## src/acss_regs.vh

```
// Purpose: constants of the channel scan sequencer
// Assumes: byte addresses on the plain register port
// Notes:   definitions only
`ifndef ACSS_REGS_VH
`define ACSS_REGS_VH

// ****************************************
// register offsets
// ****************************************
`define ACSS_OFF_MODE      8'h00
`define ACSS_OFF_CUSTOM    8'h04
`define ACSS_OFF_SEQLEN    8'h08
`define ACSS_OFF_SEQMEM    8'h0c
`define ACSS_OFF_STATUS    8'h10

// ****************************************
// control word fields
// ****************************************
`define ACSS_SEL_BIT       15
`define ACSS_SCAN_HI       14
`define ACSS_SCAN_LO       11
`define ACSS_CHSEL_HI      10
`define ACSS_CHSEL_LO      7
`define ACSS_SEQ_CH_HI     11
`define ACSS_SEQ_CH_LO     8

// ****************************************
// scan codes
// ****************************************
`define ACSS_SCAN_NULL     4'h0
`define ACSS_SCAN_MANUAL   4'h1
`define ACSS_SCAN_REPEAT   4'h2
`define ACSS_SCAN_STD_INT  4'h3
`define ACSS_SCAN_STD_EXT  4'h4
`define ACSS_SCAN_UP_INT   4'h5
`define ACSS_SCAN_UP_EXT   4'h6
`define ACSS_SCAN_CUS_INT  4'h7
`define ACSS_SCAN_CUS_EXT  4'h8
`define ACSS_SCAN_ARB      4'h9
`define ACSS_SCAN_LAST_OK  4'h9

// ****************************************
// reset values and counts
// ****************************************
`define ACSS_MODE_RST      4'h1
`define ACSS_CHSEL_RST     4'h0
`define ACSS_MISC_RST      5'h00
`define ACSS_TOP_CH        4'hf
`define ACSS_REPEAT_CNT    9'h010
`define ACSS_CUSTOM_MAX    9'h010

`endif

```

## src/acss_seq_mem.v

```verilog
// Purpose: 256 x 4 store for the arbitrary sequence list
// Assumes: one write port, one read port, same clock
// Notes:   read data are registered, one cycle latency
`timescale 1ns/10ps
`default_nettype none

module acss_seq_mem (
  input  wire       clk_i,
  input  wire       wr_en_i,
  input  wire [7:0] wr_addr_i,
  input  wire [3:0] wr_data_i,
  input  wire [7:0] rd_addr_i,
  output reg  [3:0] rd_data_o
);

  reg [3:0] mem_r [0:255];

  always @(posedge clk_i) begin
    if (wr_en_i) begin
      mem_r[wr_addr_i] <= wr_data_i;
    end
    rd_data_o <= mem_r[rd_addr_i];
  end

endmodule

`default_nettype wire

```

## src/acss_scan_seq.v

```verilog
// Purpose: channel scan sequencer of a multichannel converter
// Assumes: conv_done_i from logic on clk_i; scan_start_i is a pin
// Notes:   one control word per write on the register port
`timescale 1ns/10ps
`default_nettype none
`include "acss_regs.vh"

module acss_scan_seq (
  input  wire        clk_i,
  input  wire        reset_i,
  input  wire [7:0]  addr_i,
  input  wire [15:0] wdata_i,
  input  wire        wr_i,
  input  wire        rd_i,
  output reg  [15:0] rdata_o,
  input  wire        scan_start_i,
  input  wire        conv_done_i,
  output reg         conv_req_o,
  output reg  [3:0]  channel_number_code_o,
  output reg         ext_clock_o,
  output reg         avg_allow_o,
  output reg         scan_busy_o,
  output reg         result_push_o,
  output reg  [3:0]  result_chan_o,
  output reg  [4:0]  ctrl_bits_o
);

  localparam ST_IDLE  = 2'd0;
  localparam ST_FETCH = 2'd1;
  localparam ST_ISSUE = 2'd2;
  localparam ST_WAIT  = 2'd3;

  // ****************************************
  // register writes
  // ****************************************
  reg  [3:0]  mode_r;
  reg  [3:0]  chsel_r;
  reg  [3:0]  pend_mode_r;
  reg  [3:0]  pend_chsel_r;
  reg         pend_r;
  reg  [15:0] custom_r;
  reg  [7:0]  seq_last_r;
  reg  [1:0]  state_r;
  reg  [3:0]  ch_r;
  reg  [7:0]  idx_r;
  reg  [8:0]  cnt_r;
  reg         start_s1_r;
  reg         start_s2_r;
  reg         start_s3_r;
  wire [3:0]  mem_q;
  wire [3:0]  wr_scan = wdata_i[`ACSS_SCAN_HI:`ACSS_SCAN_LO];
  wire        wr_mode = wr_i && (addr_i == `ACSS_OFF_MODE) && !wdata_i[`ACSS_SEL_BIT];
  wire        wr_seq  = wr_i && (addr_i == `ACSS_OFF_SEQMEM);

  always @(posedge clk_i or posedge reset_i) begin
    if (reset_i) begin
      pend_mode_r  <= `ACSS_MODE_RST;
      pend_chsel_r <= `ACSS_CHSEL_RST;
      pend_r       <= 1'b0;
      ctrl_bits_o  <= `ACSS_MISC_RST;
      custom_r     <= 16'h0000;
      seq_last_r   <= 8'h00;
    end else begin
      if (wr_mode && wr_scan == `ACSS_SCAN_NULL) begin
        ctrl_bits_o <= {wdata_i[6:3], wdata_i[1]};
      end else if (wr_mode && wr_scan <= `ACSS_SCAN_LAST_OK) begin
        pend_mode_r  <= wr_scan;
        pend_chsel_r <= wdata_i[`ACSS_CHSEL_HI:`ACSS_CHSEL_LO];
        ctrl_bits_o  <= {wdata_i[6:3], wdata_i[1]};
        pend_r       <= 1'b1;
      end else if (pend_r && state_r == ST_IDLE) begin
        pend_r <= 1'b0;
      end
      if (wr_i && addr_i == `ACSS_OFF_CUSTOM) begin
        custom_r <= wdata_i;
      end
      if (wr_i && addr_i == `ACSS_OFF_SEQLEN) begin
        seq_last_r <= wdata_i[7:0];
      end
    end
  end

  acss_seq_mem u_mem (
    .clk_i     (clk_i),
    .wr_en_i   (wr_seq),
    .wr_addr_i (wdata_i[7:0]),
    .wr_data_i (wdata_i[`ACSS_SEQ_CH_HI:`ACSS_SEQ_CH_LO]),
    .rd_addr_i (idx_r),
    .rd_data_o (mem_q)
  );

  // ****************************************
  // channel stepping helpers
  // ****************************************
  // lowest enabled channel at or above from; bit 4 flags a hit
  function [4:0] acss_find;
    input [15:0] mask;
    input [4:0]  from;
    integer      i;
    begin
      acss_find = 5'h00;
      for (i = 15; i >= 0; i = i - 1) begin
        if (mask[i] && i >= from) begin
          acss_find = {1'b1, i[3:0]};
        end
      end
    end
  endfunction

  wire [4:0] cus_first = acss_find(custom_r, 5'h00);
  wire [4:0] cus_next  = acss_find(custom_r, {1'b0, ch_r} + 5'h01);
  wire       is_cus    = (mode_r == `ACSS_SCAN_CUS_INT) || (mode_r == `ACSS_SCAN_CUS_EXT);
  wire       is_up     = (mode_r == `ACSS_SCAN_UP_INT) || (mode_r == `ACSS_SCAN_UP_EXT);
  wire       is_std    = (mode_r == `ACSS_SCAN_STD_INT) || (mode_r == `ACSS_SCAN_STD_EXT);
  wire       start_evt = start_s2_r && !start_s3_r;

  reg        can_start;
  reg  [3:0] first_ch;
  reg        last_conv;
  reg  [3:0] next_ch;

  always @* begin
    can_start = 1'b1;
    first_ch  = chsel_r;
    last_conv = 1'b1;
    next_ch   = ch_r + 4'h1;
    case (mode_r)
      `ACSS_SCAN_MANUAL: begin
        last_conv = 1'b1;
      end
      `ACSS_SCAN_REPEAT: begin
        next_ch   = ch_r;
        last_conv = (cnt_r == `ACSS_REPEAT_CNT - 9'h001);
      end
      `ACSS_SCAN_STD_INT, `ACSS_SCAN_STD_EXT: begin
        first_ch  = 4'h0;
        last_conv = (ch_r == chsel_r);
      end
      `ACSS_SCAN_UP_INT, `ACSS_SCAN_UP_EXT: begin
        can_start = (chsel_r <= `ACSS_TOP_CH);
        last_conv = (ch_r == `ACSS_TOP_CH);
      end
      `ACSS_SCAN_CUS_INT, `ACSS_SCAN_CUS_EXT: begin
        can_start = cus_first[4];
        first_ch  = cus_first[3:0];
        next_ch   = cus_next[3:0];
        last_conv = !cus_next[4] || (cnt_r == `ACSS_CUSTOM_MAX - 9'h001);
      end
      `ACSS_SCAN_ARB: begin
        first_ch  = 4'h0;
        last_conv = (idx_r == seq_last_r);
      end
      default: begin
        can_start = 1'b0;
      end
    endcase
  end

  // ****************************************
  // sequencer
  // ****************************************
  always @(posedge clk_i or posedge reset_i) begin
    if (reset_i) begin
      start_s1_r <= 1'b0;
      start_s2_r <= 1'b0;
      start_s3_r <= 1'b0;
      mode_r                <= `ACSS_MODE_RST;
      chsel_r               <= `ACSS_CHSEL_RST;
      state_r               <= ST_IDLE;
      ch_r                  <= 4'h0;
      idx_r                 <= 8'h00;
      cnt_r                 <= 9'h000;
      conv_req_o            <= 1'b0;
      channel_number_code_o <= 4'h0;
      ext_clock_o           <= 1'b0;
      avg_allow_o           <= 1'b0;
      scan_busy_o           <= 1'b0;
      result_push_o         <= 1'b0;
      result_chan_o         <= 4'h0;
    end else begin
      start_s1_r    <= scan_start_i;
      start_s2_r    <= start_s1_r;
      start_s3_r    <= start_s2_r;
      conv_req_o    <= 1'b0;
      result_push_o <= 1'b0;
      // external-clock modes never average
      ext_clock_o <= (mode_r == `ACSS_SCAN_MANUAL) || (mode_r == `ACSS_SCAN_STD_EXT) ||
                     (mode_r == `ACSS_SCAN_UP_EXT) || (mode_r == `ACSS_SCAN_CUS_EXT) ||
                     (mode_r == `ACSS_SCAN_ARB);
      avg_allow_o <= (mode_r == `ACSS_SCAN_REPEAT) || (mode_r == `ACSS_SCAN_STD_INT) ||
                     (mode_r == `ACSS_SCAN_UP_INT) || (mode_r == `ACSS_SCAN_CUS_INT);
      case (state_r)
        ST_IDLE: begin
          scan_busy_o <= 1'b0;
          if (pend_r) begin
            mode_r  <= pend_mode_r;
            chsel_r <= pend_chsel_r;
          end else if (start_evt && can_start) begin
            ch_r        <= first_ch;
            idx_r       <= 8'h00;
            cnt_r       <= 9'h000;
            scan_busy_o <= 1'b1;
            state_r     <= ST_FETCH;
          end
        end
        ST_FETCH: begin
          // gives the list memory its read cycle
          state_r <= ST_ISSUE;
        end
        ST_ISSUE: begin
          conv_req_o            <= 1'b1;
          channel_number_code_o <= (mode_r == `ACSS_SCAN_ARB) ? mem_q : ch_r;
          state_r               <= ST_WAIT;
        end
        ST_WAIT: begin
          if (conv_done_i) begin
            result_push_o <= 1'b1;
            result_chan_o <= channel_number_code_o;
            cnt_r         <= cnt_r + 9'h001;
            if (last_conv) begin
              state_r <= ST_IDLE;
            end else begin
              ch_r    <= next_ch;
              idx_r   <= idx_r + 8'h01;
              state_r <= ST_FETCH;
            end
          end
        end
        default: begin
          state_r <= ST_IDLE;
        end
      endcase
    end
  end

  // ****************************************
  // read port
  // ****************************************
  always @(posedge clk_i or posedge reset_i) begin
    if (reset_i) begin
      rdata_o <= 16'h0000;
    end else if (rd_i) begin
      case (addr_i)
        `ACSS_OFF_MODE:   rdata_o <= {1'b0, mode_r, chsel_r, ctrl_bits_o[4:1], 1'b0, ctrl_bits_o[0], 1'b0};
        `ACSS_OFF_CUSTOM: rdata_o <= custom_r;
        `ACSS_OFF_SEQLEN: rdata_o <= {8'h00, seq_last_r};
        `ACSS_OFF_STATUS: rdata_o <= {scan_busy_o, pend_r, state_r, cnt_r[7:0], channel_number_code_o};
        default:          rdata_o <= 16'h0000;
      endcase
    end else begin
      rdata_o <= 16'h0000;
    end
  end

endmodule

`default_nettype wire

```

## config.mk

```make
export PLATFORM = sky130hd
export DESIGN_NAME = acss_scan_seq
export DESIGN_NICKNAME = d
export VERILOG_FILES = /design/src/acss_seq_mem.v /design/src/acss_scan_seq.v
export VERILOG_INCLUDE_DIRS = /design/src
export SDC_FILE = /design/constraint.sdc
export NUM_CORES = 1
export LEC_CHECK = 0
export ABC_AREA = 1
export BUFFER_PORTS_ARGS = -buffer_cell sky130_fd_sc_hd__buf_2
export CAP_MARGIN = 25
export CORE_MARGIN = 3
export CORE_UTILIZATION = 39
export CTS_BUF_LIST = sky130_fd_sc_hd__clkbuf_2
export CTS_CLUSTER_DIAMETER = 100
export CTS_CLUSTER_SIZE = 10
export DETAILED_ROUTE_END_ITERATION = 16
export SYNTH_ARGS = -nofsm -noshare
export SYNTH_HDL_FRONTEND = slang
export SYNTH_HIERARCHICAL = 1
export SYNTH_SLANG_ARGS = --single-unit
export TNS_END_PERCENT = 5
```

## constraint.sdc

```tcl
create_clock -name clk_i -period 2.82 [get_ports clk_i]
set_input_delay 0.282 -clock clk_i [delete_from_list [all_inputs] [get_ports clk_i]]
set_output_delay 0.282 -clock clk_i [all_outputs]
set_load 0.02 [all_outputs]
```

==> run_results.csv, run 1 <==
group,metric,value,unit
worst_hold_path,worstHoldPathType,"primary input to flop",
worst_setup_path,worstPathArrival,4190,ps
route,postRouteAntennaNets,0,
timing,setup_viol,1,
outcome,violations,"setup timing",
clocking,cts.sinks,1129,
worst_setup_path,crit_end,"rdata_o[9]$_DFF_PP0_",
timing,slew_violations,0,
timing,final_hold_viol_count,0,
timing,tightest_slew,951,ps
power_and_ir_drop,peakVddDrop,0.000443,V
global_routing,grt_overflow,0,
synth,postSynthAreaPerCell,10.9,sq um
timing,period_share,1.00,
floorplanning,die_y,358,um
worst_setup_path,crit_start,"addr_i[5]",
synth,postSynth.asyncResetShare,0.0895,
synth,ys_ff_latch,1129,
route,drtPass1Iterations,6,
route,drc,0,
clocking,cts_tree,"yes",
floorplanning,design.core.area,123000,sq um
worst_setup_path,r2r_start,"ch_r[1]$_DFFE_PP0P_",
global_routing,grt_pass1_wl,201000,um
worst_setup_path,cp.required,4180,ps
worst_setup_path,critPathMaxFanout,6,
flow_run,drv_cap,0,
synth,ys.flop_type,"edfxtp_1",
synth,synth_top_area_cell,"edfxtp_1",
worst_setup_path,ff2ff_setup_slack,190,ps
route,drt_iter0_drc,3822,
route,vias,33900,
finish,layout.nets,4699,
global_routing,grt_max_degree,145,
timing,finClkSkew,92.8,ps
floorplanning,ios,64,
finish,area_delta_synth_final,9.89,%
clocking,cts_max_level,4,
worst_setup_path,crit_type,"primary input to flop",
placement,io_buffer_count,63,
placement,dp_cells,6072,
clocking,cts_buffers,130,
worst_setup_path,rr_worst_depth,16,
timing,rsz0062_at_grt,"true",
synth,synth_seq_area_share,0.689,
floorplanning,initial_core_util,0.395,
synth,netlist_top_cells_area,"edfxtp_1 64%, nand3_1 10%, nand2_1 9.9%",
floorplanning,dieArea,128000,sq um
global_routing,track_usage,0.205,
power_and_ir_drop,power_leakage,19.4,nW
placement,post-place-ws,197,ps
clocking,clock_path_buffers,3,
synth,synth_edf_count,1024,
synth,synth_nets,4473,
timing,hold_slack,110,ps
synth,syn_inst,4434,
timing,max_freq,353,MHz
worst_hold_path,holdCritStartpoint,"addr_i[0]",
clocking,clk_latency,1400,ps
placement,hpwlAfterDp,77700,um
timing,slew_headroom,0.366,
route,wl,132000,um
finish,fin_cells,6321,
clocking,cts-root-buf,"clkbuf_2",
global_routing,antenna_found_initial,3,
finish,layout-drive-gt1-share,0.113,
timing,fin_crit,2830,ps
route,wl_per_cell,20.9,um
clocking,clk_pin_slew_worst_paths,180,ps
synth,syn-cell-area,48400,sq um
finish,fill_cells,11600,
synth,synth-warning-count,6,
timing,worst_slack,-10.5,ps
placement,gp_congestion,0.910,
worst_setup_path,cp-start-kind,"primary input",
floorplanning,die_w,358,um
floorplanning,num_rows,128,
outcome,status,"complete, but fails checks",
worst_setup_path,endpoint_kind,"flop",
route,avgViaCountPerCell,5.36,
worst_setup_path,rr_endpoint,"ch_r[2]$_DFFE_PP0P_",
synth,synth.top_cell.area_share,0.635,
synth,ys_types,53,
global_routing,first_global_vias,32900,
power_and_ir_drop,power_density,607,nW/um^2
## routing by layer
metal | global-route usage | wire length [um] | vias up
met1 | 0.286 | 57400 | 16500
met4 | 0.0656 | 3760 | 0
met2 | 0.331 | 61400 | 1372
met3 | 0.0306 | 9780 | 219
met5 | 0 | 0 | -
li1 | - | - | 15800
## worst min path at each step
stage / end / slack [ps] / cells past startpoint
5_1_grt: rdata_o[0]$_DFF_PP0_ / 80 / 7
6_report: rdata_o[0]$_DFF_PP0_ / 110 / 7
2_1_floorplan: start_s1_r$_DFF_PP0_ / 310 / 0
3_5_place_dp: start_s2_r$_DFF_PP0_ / 360 / 0
3_3_place_gp: start_s2_r$_DFF_PP0_ / 360 / 0
4_1_cts: rdata_o[5]$_DFF_PP0_ / 10 / 11
## power by group
group          internal, mW  switching (mW)
clock network          1.58            5.21
logic                  2.03            4.87
registers              18.4           0.206
## critical path, cell delays in order
cell	delay [ps]
dlygate4sd3_1	540
buf_2	120
nor2_1	90
dlygate4sd3_1	590
inv_1	60
dlygate4sd3_1	560
nor3_2	190
nand2_1	120
buf_4	180
o221ai_1	210
nand2_1	80
dlygate4sd3_1	570
inv_1	50
dlygate4sd3_1	530
## cells in the mapped netlist (all sizes together) (3+ instances only)
master and count:
nor4 7, edfxtp 1024, nand4 13, ha 9, a221oi 5, nor3b 3, o22ai 16, xor2 9
o21ai 84, dfrtp 99, nor2 360, a31oi 3, clkbuf 59, dfxtp 4, o211ai 4, inv 148
buf 207, nand3 1017, a21oi 30, nor3 20, nand2 1291
## timing repair
item                       4_1_cts  5_1_grt
hold endpoints to repair      2232        1
hold buffers                    75        2
setup endpoints to repair        0       14
resized for setup                0       16
setup buffers                    0        5
## cell usage in the layout, fill, tap and decap left out, drive strengths merged, types with 5 or more instances in the layout
master	netlist	final
nor4	7	7
xor2	9	9
ha	9	9
edfxtp	1024	1024
nand3	1017	1017
nor3	20	20
a21oi	30	30
clkbuf	59	166
inv	148	152
o21ai	84	84
dfrtp	99	99
nand2	1291	1291
nor2	360	360
o22ai	16	16
buf	207	284
nand4	13	13
a221oi	5	5
dlygate4sd3	0	72
## sequential cells by signal, indices dropped and copies added (netlist names), 2 cells and up
signal	cells
rdata_o	16
custom_r	16
channel_number_code_o	4
idx_r	8
ctrl_bits_o	5
pend_chsel_r	4
cnt_r	9
result_chan_o	4
chsel_r	4
ch_r	4
pend_mode_r	4
mode_r	4
state_r	2
u_mem/rd_data_o	4
u_mem/mem_r	1024
seq_last_r	8
## layout make-up
type / count / area [sq um] / share of cell area
Clock buffer: 162 / 811 / 0.0152
Tap cell: 1625 / 2030 / 0.0382
Clock inverter: 5 / 45.0 / 0.000847
Inverter: 150 / 593 / 0.0111
Antenna cell: 1 / 2.50 / 0.0000470
Sequential cell: 1129 / 33400 / 0.627
Timing Repair Buffer: 360 / 3470 / 0.0652
Multi-Input combinational cell: 2889 / 12900 / 0.242
## stage by stage
stage	utilization	TNS, ps	instance area [sq um]	power (mW)
final	0.434	-10.5	53200	32.3
after CTS	0.433	0	53100	32.5
after detailed placement	0.420	0	51400	25.7
after global placement	0.420	0	51400	25.6
after global routing	0.434	-25.0	53200	34.0
after floorplan	-	0	48400	24.0
## logic make-up after synthesis
family	share of synthesized area
buf+inv	0.0462
compound gates	0.0186
fa+ha+maj	0.00233
simple gates	0.242
xor+xnor	0.00199
flops	0.689
mux	0.000233
No activity file was read; power rests on OpenSTA's default activity.
==> inputs of run 2 (changes only) <==
- CORE_ASPECT_RATIO: not set -> 1.5
==> run_results.csv, run 2 (synthesis gave the netlist of run 1 again) <==
group,metric,value,unit
outcome,status,"complete, but fails checks",
outcome,violations,"setup timing",
timing,final_hold_viol_count,0,
global_routing,grt_max_degree,135,
timing,slew_violations,0,
worst_setup_path,cpPeakStageDelay,600,ps
power_and_ir_drop,power_leakage,19.1,nW
worst_setup_path,cp-start-kind,"primary input",
finish,layout_commonest_cell,"nand2_1",
clocking,cts.sinks,1129,
finish,layout.nets,4634,
power_and_ir_drop,peakVddDrop,0.000393,V
timing,tightest_slew,1020,ps
clocking,post_cts_buffers,0,
finish,top_register,"u_mem/mem_r",
finish,layout-drive-gt1-share,0.0982,
worst_setup_path,cp_num_buf_inv,8,
floorplanning,initial_core_util,0.395,
floorplanning,die_w,294,um
route,wl_per_cell,21.6,um
worst_setup_path,cp_common_cell,"dlygate4sd3_1",
worst_setup_path,worstPathArrival,4230,ps
finish,largest_registers,"u_mem/mem_r: 1024 flops, custom_r: 16 flops, rdata_o: 16 flops",
flow_run,drv_cap,0,
timing,worst_slack,-15.6,ps
global_routing,track_usage,0.208,
placement,gp_congestion,0.953,
clocking,cts-root-buf,"clkbuf_2",
floorplanning,design.core.area,123000,sq um
clocking,clk_pin_slew_worst_paths,190,ps
route,avgViaCountPerCell,5.38,
placement,io_buffer_count,63,
clocking,cts_tree,"yes",
timing,finClkSkew,92.9,ps
floorplanning,dieArea,128000,sq um
global_routing,first_global_vias,33800,
placement,hpwlAfterDp,82700,um
clocking,clock_path_buffers,3,
finish,largest_reg_flops,1024,
timing,tns,-15.6,ps
finish,final_cell_mix,"1279 x nand2_1, 1024 x edfxtp_1, 1015 x nand3_1",
global_routing,antenna_found_initial,2,
worst_hold_path,worstHoldPathType,"primary input to flop",
route,postRouteAntennaNets,0,
worst_setup_path,critical_path.cell_chain,"dlygate4sd3_1 > buf_2 > dlygate4sd3_1 > nand3_1 > dlygate4sd3_1 > nor2_1 > dlygate4sd3_1 > o21ai_0 > dlygate4sd3_1 > inv_1 > dlygate4sd3_1",
timing,setup_viol,1,
route,drtPass1Iterations,6,
clocking,clk_latency,1480,ps
timing,rsz0062_at_grt,"true",
placement,post-place-ws,122,ps
worst_setup_path,crit_type,"primary input to flop",
floorplanning,num_rows,157,
timing,max_freq,353,MHz
route,drc,0,
timing,fin_crit,2840,ps
worst_setup_path,endpoint_kind,"flop",
worst_setup_path,cp.required,4210,ps
worst_setup_path,cp_top_family,"buffers and inverters",
route,wl,135000,um
floorplanning,ios,64,
floorplanning,die_y,438,um
finish,fill_cells,11600,
worst_setup_path,cpMaxStageDelayCell,"dlygate4sd3_1",
timing,slew_headroom,0.319,
route,vias,33500,
timing,period_share,1.01,
route,drt_iter0_drc,2570,
clocking,cts_buffers,130,
finish,area_delta_synth_final,9.13,%
power_and_ir_drop,power_density,623,nW/um^2
clocking,cts_max_level,4,
global_routing,grt_pass1_wl,201000,um
worst_setup_path,critPathMaxFanout,3,
global_routing,grt_overflow,0,
## run 2: cell count changes in the layout (fill, tap and decap cells not counted), moves of 2 or more
cell	previous run	this run
buf_12	53	49
buf_4	169	94
bufinv_16	1	6
clkbuf_2	162	164
clkinvlp_4	1	3
diode_2	1	4
dlygate4sd3_1	72	82
dlymetal6s4s_1	0	3
inv_2	20	15
nor2_1	347	349
nor2_2	11	9
## run 2: worst min-delay path, delay by kind of cell
kind | cells | cell delay (ps)
simple gates | 4 | 210
compound gates | 1 | 100
buf+inv | 5 | 990
## run 2: what timing repair did
action	CTS	global route
resized for setup	0	14
hold buffers	90	0
hold endpoints to repair	2232	0
endpoints found under the setup margin	0	15
## run 2: cell type report
type	instances	area, sq um	share of cell area
Multi-Input combinational cell	2889	12900	0.243
Clock buffer	164	821	0.0155
Clock inverter	8	191	0.00362
Antenna cell	4	10.0	0.000189
Sequential cell	1129	33400	0.632
Timing Repair Buffer	295	2990	0.0566
Tap cell	1590	1990	0.0377
Inverter	150	597	0.0113
## run 2: routing by layer
layer | track usage | part of all wire | vias up
met5 | 0 | 0 | -
met4 | 0.116 | 0.060 | 0
met3 | 0.0301 | 0.055 | 353
met2 | 0.377 | 0.52 | 1187
met1 | 0.234 | 0.37 | 16300
li1 | - | - | 15700
## run 2: worst paths after layout
| path | end | slack, ps | cells past startpoint | start |
|---|---|---|---|---|
| hold / removal | rdata_o[5]$_DFF_PP0_ | 120 | 10 | addr_i[2] |
| min in group asynchronous | mode_r[0]$_DFFE_PP1P_ | 590 | 5 | reset_i |
| hold reg to reg | start_s2_r$_DFF_PP0_ | 390 | 0 | start_s1_r$_DFF_PP0_ |
| setup reg to reg | rdata_o[12]$_DFF_PP0_ | 140 | 7 | state_r[0]$_DFFE_PP0P_ |
| max in group asynchronous | rdata_o[11]$_DFF_PP0_ | 1800 | 6 | reset_i |
| setup / recovery | rdata_o[12]$_DFF_PP0_ | -20 | 11 | addr_i[4] |
## run 2: stage by stage
stage	power [mW]	hold slack, ps	cells	area, sq um	util
after detailed placement	25.9	338	5964	50800	0.414
after CTS	33.1	2.54	6226	52800	0.431
final	32.9	124	6229	52800	0.431
after global placement	25.8	357	5964	50800	0.414
after global routing	34.5	39.1	6229	52800	0.431
after floorplan	24.0	313	4434	48400	-
## run 2: where the power goes
group / switching (mW) / internal, mW
sequential: 0.174 / 18.4
clock: 5.19 / 2.06
combinational: 4.97 / 2.09
total: 10.3 / 22.6
